==> src/spc_pkg.sv <==
// Notes on behaviour
// - Channel 7 divides by field plus one
// - Each pin may use either divider
// - Each divider fed from its own synth pre-divider only
// - Synth B pre-divider: off, /4, /5
// - Synth A pre-divider: off, /4, /5
// - Pin B select: div A, B, status, off
// - Pin A select: div A, B, status, off
// - Divider A divides synth A pre-divider
// - Divider B divides synth B pre-divider
package spc_pkg;

  // ****************************************
  // Register map
  // ****************************************
  localparam logic [7:0] ADDR_CH7_DIV   = 8'h2c;
  localparam logic [7:0] ADDR_PIN_CTRL  = 8'h2d;
  localparam logic [7:0] ADDR_SE_DIV_A  = 8'h2e;
  localparam logic [7:0] ADDR_SE_DIV_B  = 8'h2f;
  localparam logic [7:0] ADDR_STATE     = 8'h30;

  // ****************************************
  // Reset values
  // ****************************************
  localparam logic [7:0] RST_CH7_DIV    = 8'h05;
  localparam logic [7:0] RST_PIN_CTRL   = 8'h0a;
  localparam logic [7:0] RST_SE_DIV     = 8'h00;

  // ****************************************
  // Field positions in the pin control register
  // ****************************************
  localparam int PRE_B_LSB = 6;
  localparam int PRE_A_LSB = 4;
  localparam int PIN_B_LSB = 2;
  localparam int PIN_A_LSB = 0;

  // ****************************************
  // Codes
  // ****************************************
  localparam logic [1:0] PRE_OFF        = 2'h0;
  localparam logic [1:0] PRE_DIV4       = 2'h1;
  localparam logic [1:0] PRE_DIV5       = 2'h2;
  localparam logic [7:0] PRE_DIV4_M1    = 8'h03;
  localparam logic [7:0] PRE_DIV5_M1    = 8'h04;
  localparam logic [1:0] PIN_DIV_A      = 2'h0;
  localparam logic [1:0] PIN_DIV_B      = 2'h1;
  localparam logic [1:0] PIN_STATUS     = 2'h2;
  localparam logic [1:0] PIN_OFF        = 2'h3;
  localparam logic [7:0] SE_MIN_CODE    = 8'h05;
  localparam logic [7:0] SE_MIN_M1      = 8'h05;

endpackage : spc_pkg

==> src/spc_top.sv <==
`timescale 1ns/1ns
// ****************************************
// Status pin clock routing and channel 7 divider
// ****************************************
module spc_top (
  input  wire logic       clock,
  input  wire logic       rst_n,
  input  wire logic [7:0] addr,
  input  wire logic [7:0] wdata,
  input  wire logic       wr,
  input  wire logic       rd,
  output logic      [7:0] rdata,
  input  wire logic       synth_a_edge,
  input  wire logic       synth_b_edge,
  input  wire logic       ch7_src_edge,
  input  wire logic       status_a_in,
  input  wire logic       status_b_in,
  output logic            ch7_clk,
  output logic            indicator_pin_a_out,
  output logic            indicator_pin_a_oe,
  output logic            indicator_pin_b_out,
  output logic            indicator_pin_b_oe
);

  // ****************************************
  // Registers
  // ****************************************
  logic [7:0] channel7_divider;
  logic [7:0] status_pin_clock_control;
  logic [7:0] se_div_a_value;
  logic [7:0] se_div_b_value;

  // Divider value decode: 0 off, 1..5 give 6, else n+1
  function automatic logic [7:0] se_ratio_m1(input logic [7:0] v);
    se_ratio_m1 = (v <= spc_pkg::SE_MIN_CODE) ? spc_pkg::SE_MIN_M1 : v;
  endfunction : se_ratio_m1

  // Pre-divider decode, reserved code counts as off
  function automatic logic pre_on(input logic [1:0] s);
    pre_on = (s == spc_pkg::PRE_DIV4) || (s == spc_pkg::PRE_DIV5);
  endfunction : pre_on

  function automatic logic [7:0] pre_m1(input logic [1:0] s);
    pre_m1 = (s == spc_pkg::PRE_DIV5) ? spc_pkg::PRE_DIV5_M1 : spc_pkg::PRE_DIV4_M1;
  endfunction : pre_m1

  // Field views
  logic [1:0] synth_b_single_ended_prediv_select;
  logic [1:0] synth_a_single_ended_prediv_select;
  logic [1:0] pin_b_source_select;
  logic [1:0] pin_a_source_select;
  assign synth_b_single_ended_prediv_select = status_pin_clock_control[spc_pkg::PRE_B_LSB +: 2];
  assign synth_a_single_ended_prediv_select = status_pin_clock_control[spc_pkg::PRE_A_LSB +: 2];
  assign pin_b_source_select                = status_pin_clock_control[spc_pkg::PIN_B_LSB +: 2];
  assign pin_a_source_select                = status_pin_clock_control[spc_pkg::PIN_A_LSB +: 2];

  // Write decode
  logic wr_ch7;
  logic wr_ctrl;
  logic wr_se_a;
  logic wr_se_b;
  assign wr_ch7  = wr && (addr == spc_pkg::ADDR_CH7_DIV);
  assign wr_ctrl = wr && (addr == spc_pkg::ADDR_PIN_CTRL);
  assign wr_se_a = wr && (addr == spc_pkg::ADDR_SE_DIV_A);
  assign wr_se_b = wr && (addr == spc_pkg::ADDR_SE_DIV_B);

  // Register writes
  always_ff @(posedge clock) begin
    if (!rst_n) begin
      channel7_divider         <= spc_pkg::RST_CH7_DIV;
      status_pin_clock_control <= spc_pkg::RST_PIN_CTRL;
      se_div_a_value           <= spc_pkg::RST_SE_DIV;
      se_div_b_value           <= spc_pkg::RST_SE_DIV;
    end else begin
      if (wr_ch7)  channel7_divider         <= wdata;
      if (wr_ctrl) status_pin_clock_control <= wdata;
      if (wr_se_a) se_div_a_value           <= wdata;
      if (wr_se_b) se_div_b_value           <= wdata;
    end
  end

  // ****************************************
  // Dividers
  // ****************************************
  logic pre_a_tick;
  logic pre_b_tick;
  logic div_a_tick;
  logic div_b_tick;
  logic div_a_clk;
  logic div_b_clk;
  logic ch7_tick;
  logic pre_a_on;
  logic pre_b_on;
  logic div_a_on;
  logic div_b_on;
  assign pre_a_on = pre_on(synth_a_single_ended_prediv_select);
  assign pre_b_on = pre_on(synth_b_single_ended_prediv_select);
  assign div_a_on = pre_a_on && (se_div_a_value != 8'h00);
  assign div_b_on = pre_b_on && (se_div_b_value != 8'h00);

  // Channel 7 divides its source by field plus one
  spc_div u_ch7 (
    .clock    (clock),
    .rst_n    (rst_n),
    .en_in    (ch7_src_edge),
    .enable   (1'b1),
    .ratio_m1 (channel7_divider),
    .tick     (ch7_tick),
    .clk_out  (ch7_clk)
  );

  spc_div u_pre_a (
    .clock    (clock),
    .rst_n    (rst_n),
    .en_in    (synth_a_edge),
    .enable   (pre_a_on),
    .ratio_m1 (pre_m1(synth_a_single_ended_prediv_select)),
    .tick     (pre_a_tick),
    .clk_out  ()
  );

  spc_div u_pre_b (
    .clock    (clock),
    .rst_n    (rst_n),
    .en_in    (synth_b_edge),
    .enable   (pre_b_on),
    .ratio_m1 (pre_m1(synth_b_single_ended_prediv_select)),
    .tick     (pre_b_tick),
    .clk_out  ()
  );

  // Divider A from synth A pre-divider, B from synth B
  spc_div u_div_a (
    .clock    (clock),
    .rst_n    (rst_n),
    .en_in    (pre_a_tick),
    .enable   (div_a_on),
    .ratio_m1 (se_ratio_m1(se_div_a_value)),
    .tick     (div_a_tick),
    .clk_out  (div_a_clk)
  );

  spc_div u_div_b (
    .clock    (clock),
    .rst_n    (rst_n),
    .en_in    (pre_b_tick),
    .enable   (div_b_on),
    .ratio_m1 (se_ratio_m1(se_div_b_value)),
    .tick     (div_b_tick),
    .clk_out  (div_b_clk)
  );

  // ****************************************
  // Status pin muxes
  // ****************************************
  logic next_pin_a;
  logic next_pin_b;
  assign next_pin_a = (pin_a_source_select == spc_pkg::PIN_DIV_A)  ? div_a_clk :
                      (pin_a_source_select == spc_pkg::PIN_DIV_B)  ? div_b_clk :
                      (pin_a_source_select == spc_pkg::PIN_STATUS) ? status_a_in : 1'b0;
  assign next_pin_b = (pin_b_source_select == spc_pkg::PIN_DIV_A)  ? div_a_clk :
                      (pin_b_source_select == spc_pkg::PIN_DIV_B)  ? div_b_clk :
                      (pin_b_source_select == spc_pkg::PIN_STATUS) ? status_b_in : 1'b0;

  // Pin drivers, disabled code releases the pin
  always_ff @(posedge clock) begin
    if (!rst_n) begin
      indicator_pin_a_out <= 1'b0;
      indicator_pin_b_out <= 1'b0;
      indicator_pin_a_oe  <= 1'b0;
      indicator_pin_b_oe  <= 1'b0;
    end else begin
      indicator_pin_a_out <= next_pin_a;
      indicator_pin_b_out <= next_pin_b;
      indicator_pin_a_oe  <= (pin_a_source_select != spc_pkg::PIN_OFF);
      indicator_pin_b_oe  <= (pin_b_source_select != spc_pkg::PIN_OFF);
    end
  end

  // ****************************************
  // Read port
  // ****************************************
  logic [7:0] state_view;
  logic [7:0] next_rdata;
  assign state_view = {indicator_pin_b_oe, indicator_pin_a_oe, div_b_clk, div_a_clk,
                       pre_b_on, pre_a_on, 1'b0, ch7_clk};
  assign next_rdata = (addr == spc_pkg::ADDR_CH7_DIV)  ? channel7_divider :
                      (addr == spc_pkg::ADDR_PIN_CTRL) ? status_pin_clock_control :
                      (addr == spc_pkg::ADDR_SE_DIV_A) ? se_div_a_value :
                      (addr == spc_pkg::ADDR_SE_DIV_B) ? se_div_b_value :
                      (addr == spc_pkg::ADDR_STATE)    ? state_view : 8'h00;

  // Read data valid only in the cycle after the strobe
  always_ff @(posedge clock) begin
    if (!rst_n) begin
      rdata <= 8'h00;
    end else begin
      rdata <= rd ? next_rdata : 8'h00;
    end
  end

  // Source edges since the last channel 7 edge
  logic [8:0] ch7_since;
  logic       ch7_valid;
  always_ff @(posedge clock) begin
    if (!rst_n || wr_ch7) begin
      ch7_since <= 9'h000;
      ch7_valid <= 1'b0;
    end else if (ch7_tick) begin
      ch7_since <= 9'h000;
      ch7_valid <= 1'b1;
    end else if (ch7_src_edge) begin
      ch7_since <= ch7_since + 9'h001;
    end
  end
endmodule : spc_top

==> src/spc_div.sv <==
`timescale 1ns/1ns
// ****************************************
// Edge divider: one output edge per ratio input edges
// ****************************************
module spc_div (
  input  wire logic       clock,
  input  wire logic       rst_n,
  input  wire logic       en_in,
  input  wire logic       enable,
  input  wire logic [7:0] ratio_m1,
  output logic            tick,
  output logic            clk_out
);

  logic [7:0] count;
  logic       wrap;

  // Wrap also when the ratio shrinks below the count
  assign wrap = (count >= ratio_m1);
  assign tick = enable & en_in & wrap;

  // Count input edges, toggle the level on every output edge
  always_ff @(posedge clock) begin
    if (!rst_n || !enable) begin
      count   <= 8'h00;
      clk_out <= 1'b0;
    end else if (en_in) begin
      count <= wrap ? 8'h00 : count + 8'h01;
      if (wrap) begin
        clk_out <= ~clk_out;
      end
    end
  end

endmodule : spc_div

==> config.mk <==
export PLATFORM = sky130hd
export DESIGN_NAME = spc_top
export DESIGN_NICKNAME = d
export VERILOG_FILES = /design/src/spc_pkg.sv /design/src/spc_top.sv /design/src/spc_div.sv
export SDC_FILE = /design/constraint.sdc
export NUM_CORES = 1
export LEC_CHECK = 0
export ABC_CLOCK_PERIOD_IN_PS = 3300
export BUFFER_PORTS_ARGS = -buffer_cell sky130_fd_sc_hd__buf_2
export CORE_MARGIN = 2
export CORE_UTILIZATION = 60
export DETAILED_ROUTE_END_ITERATION = 10
export PLACE_DENSITY = 0.8
export SLEW_MARGIN = 10
export SYNTH_ARGS = -nofsm -noshare
export SYNTH_HDL_FRONTEND = slang
export SYNTH_SLANG_ARGS = --single-unit
==> constraint.sdc <==
create_clock -name clock -period 3.3 [get_ports clock]
set_input_delay 0.825 -clock clock [delete_from_list [all_inputs] [get_ports clock]]
set_output_delay 0.825 -clock clock [all_outputs]
set_load 0.01 [all_outputs]
==> reports/metrics.cfg, run 1 <==
[routing]
drt_iter0_markers=257
routed_wl_um=11700
drt-wirelength-per-cell_um=16.9
drtAntennaViolNets=0
drc=0
viasPerCell=6.16
drt_pass1_iterations=5
routed-via-count=4241

[clocking]
cts_root_buf=clkbuf_8
clk_path_buf_depth=2
cts-resized-gates=0
clk_latency_ps=370
cts_tree=done
cts_sinks=87
htreeDepth=3
cts_buffers=9
clkTransAtPathRegs_ps=90
holdBufCountCts=0
post_cts_buffers=0

[global_route]
antenna_found_initial=0
grt_pass1_wl_um=19400
met1_usage=0.361
grt-ovfl-total=0
first_global_vias=4020
grt_start_max_net_pins=41
grt_use_met3=0.0355
grt.busiest_layer=met2
grt_use_met2=0.478
grt_util_all_layers=0.281

[synthesis]
yosys.area.top_type=dfxtp_1
syn_area_um2=4760
synth_top_family_by_area=simple AND/OR/NAND/NOR gates
synth_edf_count=0
seq_area_frac_synth=0.366
synthArstFlopShare=0
syn_inst=549
synth_fa_ha_area_frac=0.0972
ys.flop_type=dfxtp_1
synth_warnings=0
synth.area.top_cells=dfxtp_1, ha_1, mux2i_1
synth_cell_type_count=53
synth-xor-area-share=0.0331
yosysTopAreaCellShare=0.366
syn_nets=611
syn_avg_cell_area_um2=8.68
synth-simple-area-share=0.239
synthMuxAreaShare=0.0846
synth_seq_cells=87
synth_compound_area_frac=0.142

[sta]
slew_viol_final=0
hold_viol=0
grt_setup_unrepaired=no
setup_viol=0
relSlewSlack=0.406
fin_worst_skew_ps=13.8
min_period_over_period=0.793
worstMarginPinSlew_ps=885
finalCriticalPeriod_ps=2620
fin_hold_ws_ps=503
max_clock_freq_mhz=382
tns_ps=0

[floorplan]
dieWidth_um=93.1
rows=32
initial_utilization=0.616
core_area_um2=7730
die_area_um2=8670
ios=38
die_y_um=93.1

[critical_path]
path_delay_family=simple AND/OR/NAND/NOR gates
start_kind=register
critPathRequiredTime_ps=3590
cp_common_cell=a31oi_1
path_max_fanout=7
worst_setup_path_end_kind=register
crit_slowest_cell=a31oi_1
crit_chain=nor3_1 -> and2_1 -> nor2_1 -> ha_1 -> nor4_1 -> o21ai_0 -> a31oi_1 -> buf_4 -> nand3_1 -> a31oi_1
path_class=reg2reg
crit_buf_inv=1
worstPathArrival_ps=2900
slowest_delay_ps=470

[place]
io_buffers=37
dp_hpwl_um=8450
place_congestion=0.959
place_area_um2=5030

[final_layout]
diodes=0
stdcell_area_um2=5250
synthToLayoutAreaGrowth_pct=10.2
nets=644
drive_gt1_frac=0.126
nFillCells=615

[power]
p_int_mw=1.52
p_seq_frac=0.535
peakVddDrop_uv=221
power.share.combinational=0.044
power_density_nw_per_um2=378
switching_share=0.233
switchingPower_uw=462
p_clk_frac=0.421
static-leakage-power_nw=2.05

[run]
maxCapViolations=0

[status]
status=complete, no violations

[min_path]
hold_class=reg2reg

[worst reg2reg max path, stage by stage, from the launching register on]
cell	delay (ps)
dfxtp_1	360
nor3_1	260
and2_1	220
nor2_1	80
ha_1	210
nor4_1	240
o21ai_0	200
a31oi_1	470
buf_4	240
nand3_1	80
a31oi_1	200
[synth_stat cells (13+ instances only)]
| cell | n |
|---|---|
| a21oi_1 | 24 |
| dfxtp_1 | 87 |
| nand2_1 | 50 |
| clkbuf_1 | 13 |
| nor2_1 | 64 |
| nor3_1 | 13 |
| ha_1 | 37 |
| mux2i_1 | 38 |
| inv_1 | 29 |
| nand3_1 | 26 |
| o21ai_0 | 28 |
[logic make-up (layout without fill, tap and decap cells)]
| family | after synthesis | in the layout |
|---|---|---|
| multiplexers | 39 | 39 |
| buffers and inverters | 47 | 85 |
| adder cells (fa/ha/maj) | 37 | 37 |
| AO/OA/AOI/OAI | 101 | 101 |
| flip-flops | 87 | 87 |
| XOR/XNOR | 18 | 18 |
| AND/OR/NAND/NOR | 220 | 220 |
[power by group through the flow]
stage	clock network [mW]	logic, mW	registers [mW]
final	0.834	0.0881	1.06
after global routing	0.879	0.0962	1.06
after CTS	0.834	0.0872	1.06
after detailed placement	0	0.0865	1.08
after global placement	0	0.0840	1.08
after floorplan	0	0.0447	1.08
[state kept, by name (all words and copies together) (netlist names)]
register / flops
indicator_pin_b_oe: 1
se_div_b_value: 8
u_ch7.count: 8
rdata: 8
indicator_pin_a_out: 1
u_pre_b.count: 8
u_div_a.count: 8
u_div_b.clk_out: 1
status_pin_clock_control: 8
channel7_divider: 8
u_div_b.count: 8
u_div_a.clk_out: 1
u_pre_a.count: 8
indicator_pin_b_out: 1
u_ch7.clk_out: 1
se_div_a_value: 8
indicator_pin_a_oe: 1
[worst paths after layout]
kind                                        from                            end  slack [ps]  cells after the start
hold / removal     u_div_b.count[0]$_SDFFE_PP0P_  u_div_b.count[0]$_SDFFE_PP0P_         500                      2
setup reg to reg  se_div_b_value[7]$_SDFFE_PN0P_  u_div_b.count[3]$_SDFFE_PP0P_         680                     10
hold reg to reg    u_div_b.count[0]$_SDFFE_PP0P_  u_div_b.count[0]$_SDFFE_PP0P_         500                      2
setup / recovery  se_div_b_value[7]$_SDFFE_PN0P_  u_div_b.count[3]$_SDFFE_PP0P_         680                     10
[final cells by class]
class / instances / area (um^2) / share of cell area
flip-flops and latches: 87 / 1740 / 0.332
multi-input cells: 415 / 2840 / 0.541
clock inverters: 6 / 93.8 / 0.0179
well taps: 102 / 128 / 0.0243
repair buffers: 40 / 208 / 0.0396
clock buffers: 10 / 128 / 0.0243
inverters: 29 / 109 / 0.0207
[layer usage]
layer,vias up,share of wire
li1,2052,-
met1,2024,0.44
met2,141,0.48
met3,24,0.059
met4,0,0.021
met5,-,0
[cell usage in the layout (no fill, tap or decap), types with 3 or more instances in the layout]
master and instances:
a21o_1 5, nand3b_1 3, nand4_1 10, and3_1 9, o21ai_0 28, mux2i_1 38, a21oi_1 24, a221o_1 3
dfxtp_1 87, clkbuf_8 9, a31oi_1 7, ha_1 37, a311oi_1 3, buf_4 3, and2_1 4, nor3_1 13
or3_1 3, nand4b_1 4, nand2b_1 12, inv_1 29, and4_1 3, nor4_1 3, o211ai_1 4, a221oi_1 8
nor2_1 64, nand2_1 50, buf_2 37, xor2_1 12, a221o_2 7, a22oi_1 3, nand3_1 26, xnor2_1 6
[metrics by stage]
stage / utilization / power [mW] / worst slack (ps) / instances
finish: 0.679 / 1.98 / 684 / 689
global route: 0.679 / 2.04 / 450 / 689
CTS: 0.679 / 1.98 / 693 / 689
detailed placement: 0.650 / 1.17 / 520 / 673
global placement: 0.650 / 1.17 / 606 / 673
floorplan: - / 1.13 / 920 / 549
Note: power is estimated with default switching activity, not from simulation.
==> run 2: changes to the inputs <==
--- a/config.mk
+++ b/config.mk
@@ -5,12 +5,12 @@
 export SDC_FILE = /design/constraint.sdc
 export NUM_CORES = 1
 export LEC_CHECK = 0
-export ABC_CLOCK_PERIOD_IN_PS = 3300
+export ABC_CLOCK_PERIOD_IN_PS = 2300
 export BUFFER_PORTS_ARGS = -buffer_cell sky130_fd_sc_hd__buf_2
 export CORE_MARGIN = 2
-export CORE_UTILIZATION = 60
+export CORE_UTILIZATION = 54
 export DETAILED_ROUTE_END_ITERATION = 10
-export PLACE_DENSITY = 0.8
+export PLACE_DENSITY = 0.76
 export SLEW_MARGIN = 10
 export SYNTH_ARGS = -nofsm -noshare
 export SYNTH_HDL_FRONTEND = slang
==> constraint.sdc (replaced) <==
create_clock -name clock -period 2.3 [get_ports clock]
set_input_delay 0.575 -clock clock [delete_from_list [all_inputs] [get_ports clock]]
set_output_delay 0.575 -clock clock [all_outputs]
set_load 0.01 [all_outputs]
==> run 2 against run 1 <==
  * The flow now finishes with violations (negative setup slack)
  * Worst hold slack lost 11 ps
  * Register-to-register slack lost 710 ps
  * Via count grew 2.4%
  * Critical endpoint unchanged
  * Utilization decreased by 2.7 points
  * Combinational power grew 57%
  * Sequential power up 43%
  * Total power up 39%
  * Final area up 7.3%
==> reports/metrics.cfg, run 2 (same netlist as run 1, synthesis figures left out) <==
[final_layout]
final_common_cell=dfxtp_1
diodes=0
synthToLayoutAreaGrowth_pct=18.3
mostFrequentLayoutCells=dfxtp_1, nor2_1, nand2_1, mux2i_1, buf_2
drive_gt1_frac=0.216
nFillCells=708
final_cells=728
nets=678

[place]
place_congestion=0.842
placed_cells=707
dp_hpwl_um=8590
io_buffers=37
pre_cts_ws_ps=-60.5

[clocking]
clk_path_buf_depth=2
cts_root_buf=clkbuf_8
cts_buffers=9
cts_tree=done
htreeDepth=3
holdBufCountCts=0
clkTransAtPathRegs_ps=90
cts_sinks=87
clk_latency_ps=360

[status]
status=complete, but fails checks
violations=negative setup slack

[power]
static-leakage-power_nw=2.25
peakVddDrop_uv=366
power_density_nw_per_um2=491

[routing]
drt_iter0_markers=264
viasPerCell=5.97
routed_wl_um=11800
drc=0
drt-wirelength-per-cell_um=16.2
drtAntennaViolNets=0
routed-via-count=4344
drt_pass1_iterations=5

[critical_path]
reg2reg_slack_ps=-20
critPathRequiredTime_ps=2590
worst_setup_path_end_kind=register
path_class=reg2reg
path_delay_family=simple AND/OR/NAND/NOR gates
cp_num_cells=10
worstPathArrival_ps=2610
crit_start=se_div_b_value[7]$_SDFFE_PN0P_
start_kind=register
r2r_cells=10
path_max_fanout=5
crit_slowest_cell=dfxtp_2
crit_end=u_div_b.count[3]$_SDFFE_PP0P_
crit_chain=nor3_2 -> and2_4 -> nor2_1 -> ha_1 -> nor4_2 -> o21ai_2 -> a31oi_1 -> clkdlybuf4s15_2 -> nand3_1 -> a31oi_1
crit_buf_inv=1
slowest_delay_ps=350
cp_common_cell=a31oi_1
reg2reg_to=u_div_b.count[3]$_SDFFE_PP0P_
timing.rr.start=se_div_b_value[7]$_SDFFE_PN0P_

[global_route]
first_global_vias=4139
grt-ovfl-total=0
antenna_found_initial=0
grt_util_all_layers=0.244
grt_start_max_net_pins=34
grt_pass1_wl_um=19300

[sta]
hold_viol=0
fin_worst_skew_ps=15.9
fin_ws_ps=-21.4
slew_viol_final=0
fin_hold_ws_ps=493
setup_viol=6
finalCriticalPeriod_ps=2320
relSlewSlack=0.555
min_period_over_period=1.01
worstMarginPinSlew_ps=668
grt_setup_unrepaired=yes
max_clock_freq_mhz=431

[floorplan]
core_area_um2=8640
rows=34
initial_utilization=0.552
die_y_um=97.9
ios=38
die_area_um2=9590
dieWidth_um=97.9

[run]
maxCapViolations=0

[min_path]
hold_class=in2reg

run 2: power by group:
part	leakage (nW)	internal [mW]	switching, mW
combinational	1.44	0.0548	0.0833
sequential	0.705	1.51	0.00761
clock	0.0998	0.538	0.568
total	2.25	2.11	0.659
run 2: worst reg2reg max path, delay by kind of cell, from the launching register on:
family	cells	cell delay, ps
AOI/OAI and AO/OA	3	530
adders and majority gates	1	210
buffers and inverters	1	290
DFF	1	350
and+or+nand+nor	5	880
run 2: repair_timing:
item / in CTS / in global routing
endpoints found under the setup margin: 9 / 34
resized for setup: 6 / 33
pin swaps: 2 / 19
gates cloned: 1 / 2
buffers inserted: 0 / 3
run 2: per-stage QoR:
stage	setup TNS [ps]	util	total power, mW	area [um^2]
after detailed placement	-384	0.609	1.69	5260
after CTS	0	0.636	2.78	5490
final	-68.6	0.652	2.76	5630
after global placement	0	0.609	1.68	5260
after global routing	-1960	0.652	2.87	5630
after floorplan	0	-	1.62	4770
run 2: cell type report:
cell class	instances	area, um^2	share of cell area
Multi-Input combinational cell	416	2960	0.525
Tap cell	108	135	0.0240
Clock inverter	5	63.8	0.0113
Sequential cell	87	1750	0.311
Clock buffer	10	138	0.0244
Inverter	29	109	0.0193
Timing Repair Buffer	73	479	0.0851
run 2: metal layers:
layer,GRT usage,wire length [um],vias to the layer above
met5,0,0,-
met4,0.101,234,0
met3,0.0394,668,25
met2,0.398,5570,134
met1,0.321,5290,2068
li1,-,-,2117
run 2: how the worst min path moves through the flow:
stage | from | end | slack (ps) | depth (start not counted)
after floorplan | status_pin_clock_control[0]$_SDFFE_PN0P_ | indicator_pin_a_oe$_SDFF_PN0_ | 460 | 1
after CTS | rd | rdata[1]$_SDFF_PN0_ | 480 | 3
after global routing | rd | rdata[1]$_SDFF_PN0_ | 500 | 3
after detailed placement | u_div_a.count[0]$_SDFFE_PP0P_ | u_div_a.count[0]$_SDFFE_PP0P_ | 480 | 2
final | rd | rdata[1]$_SDFF_PN0_ | 490 | 3
after global placement | u_div_a.count[0]$_SDFFE_PP0P_ | u_div_a.count[0]$_SDFFE_PP0P_ | 460 | 2
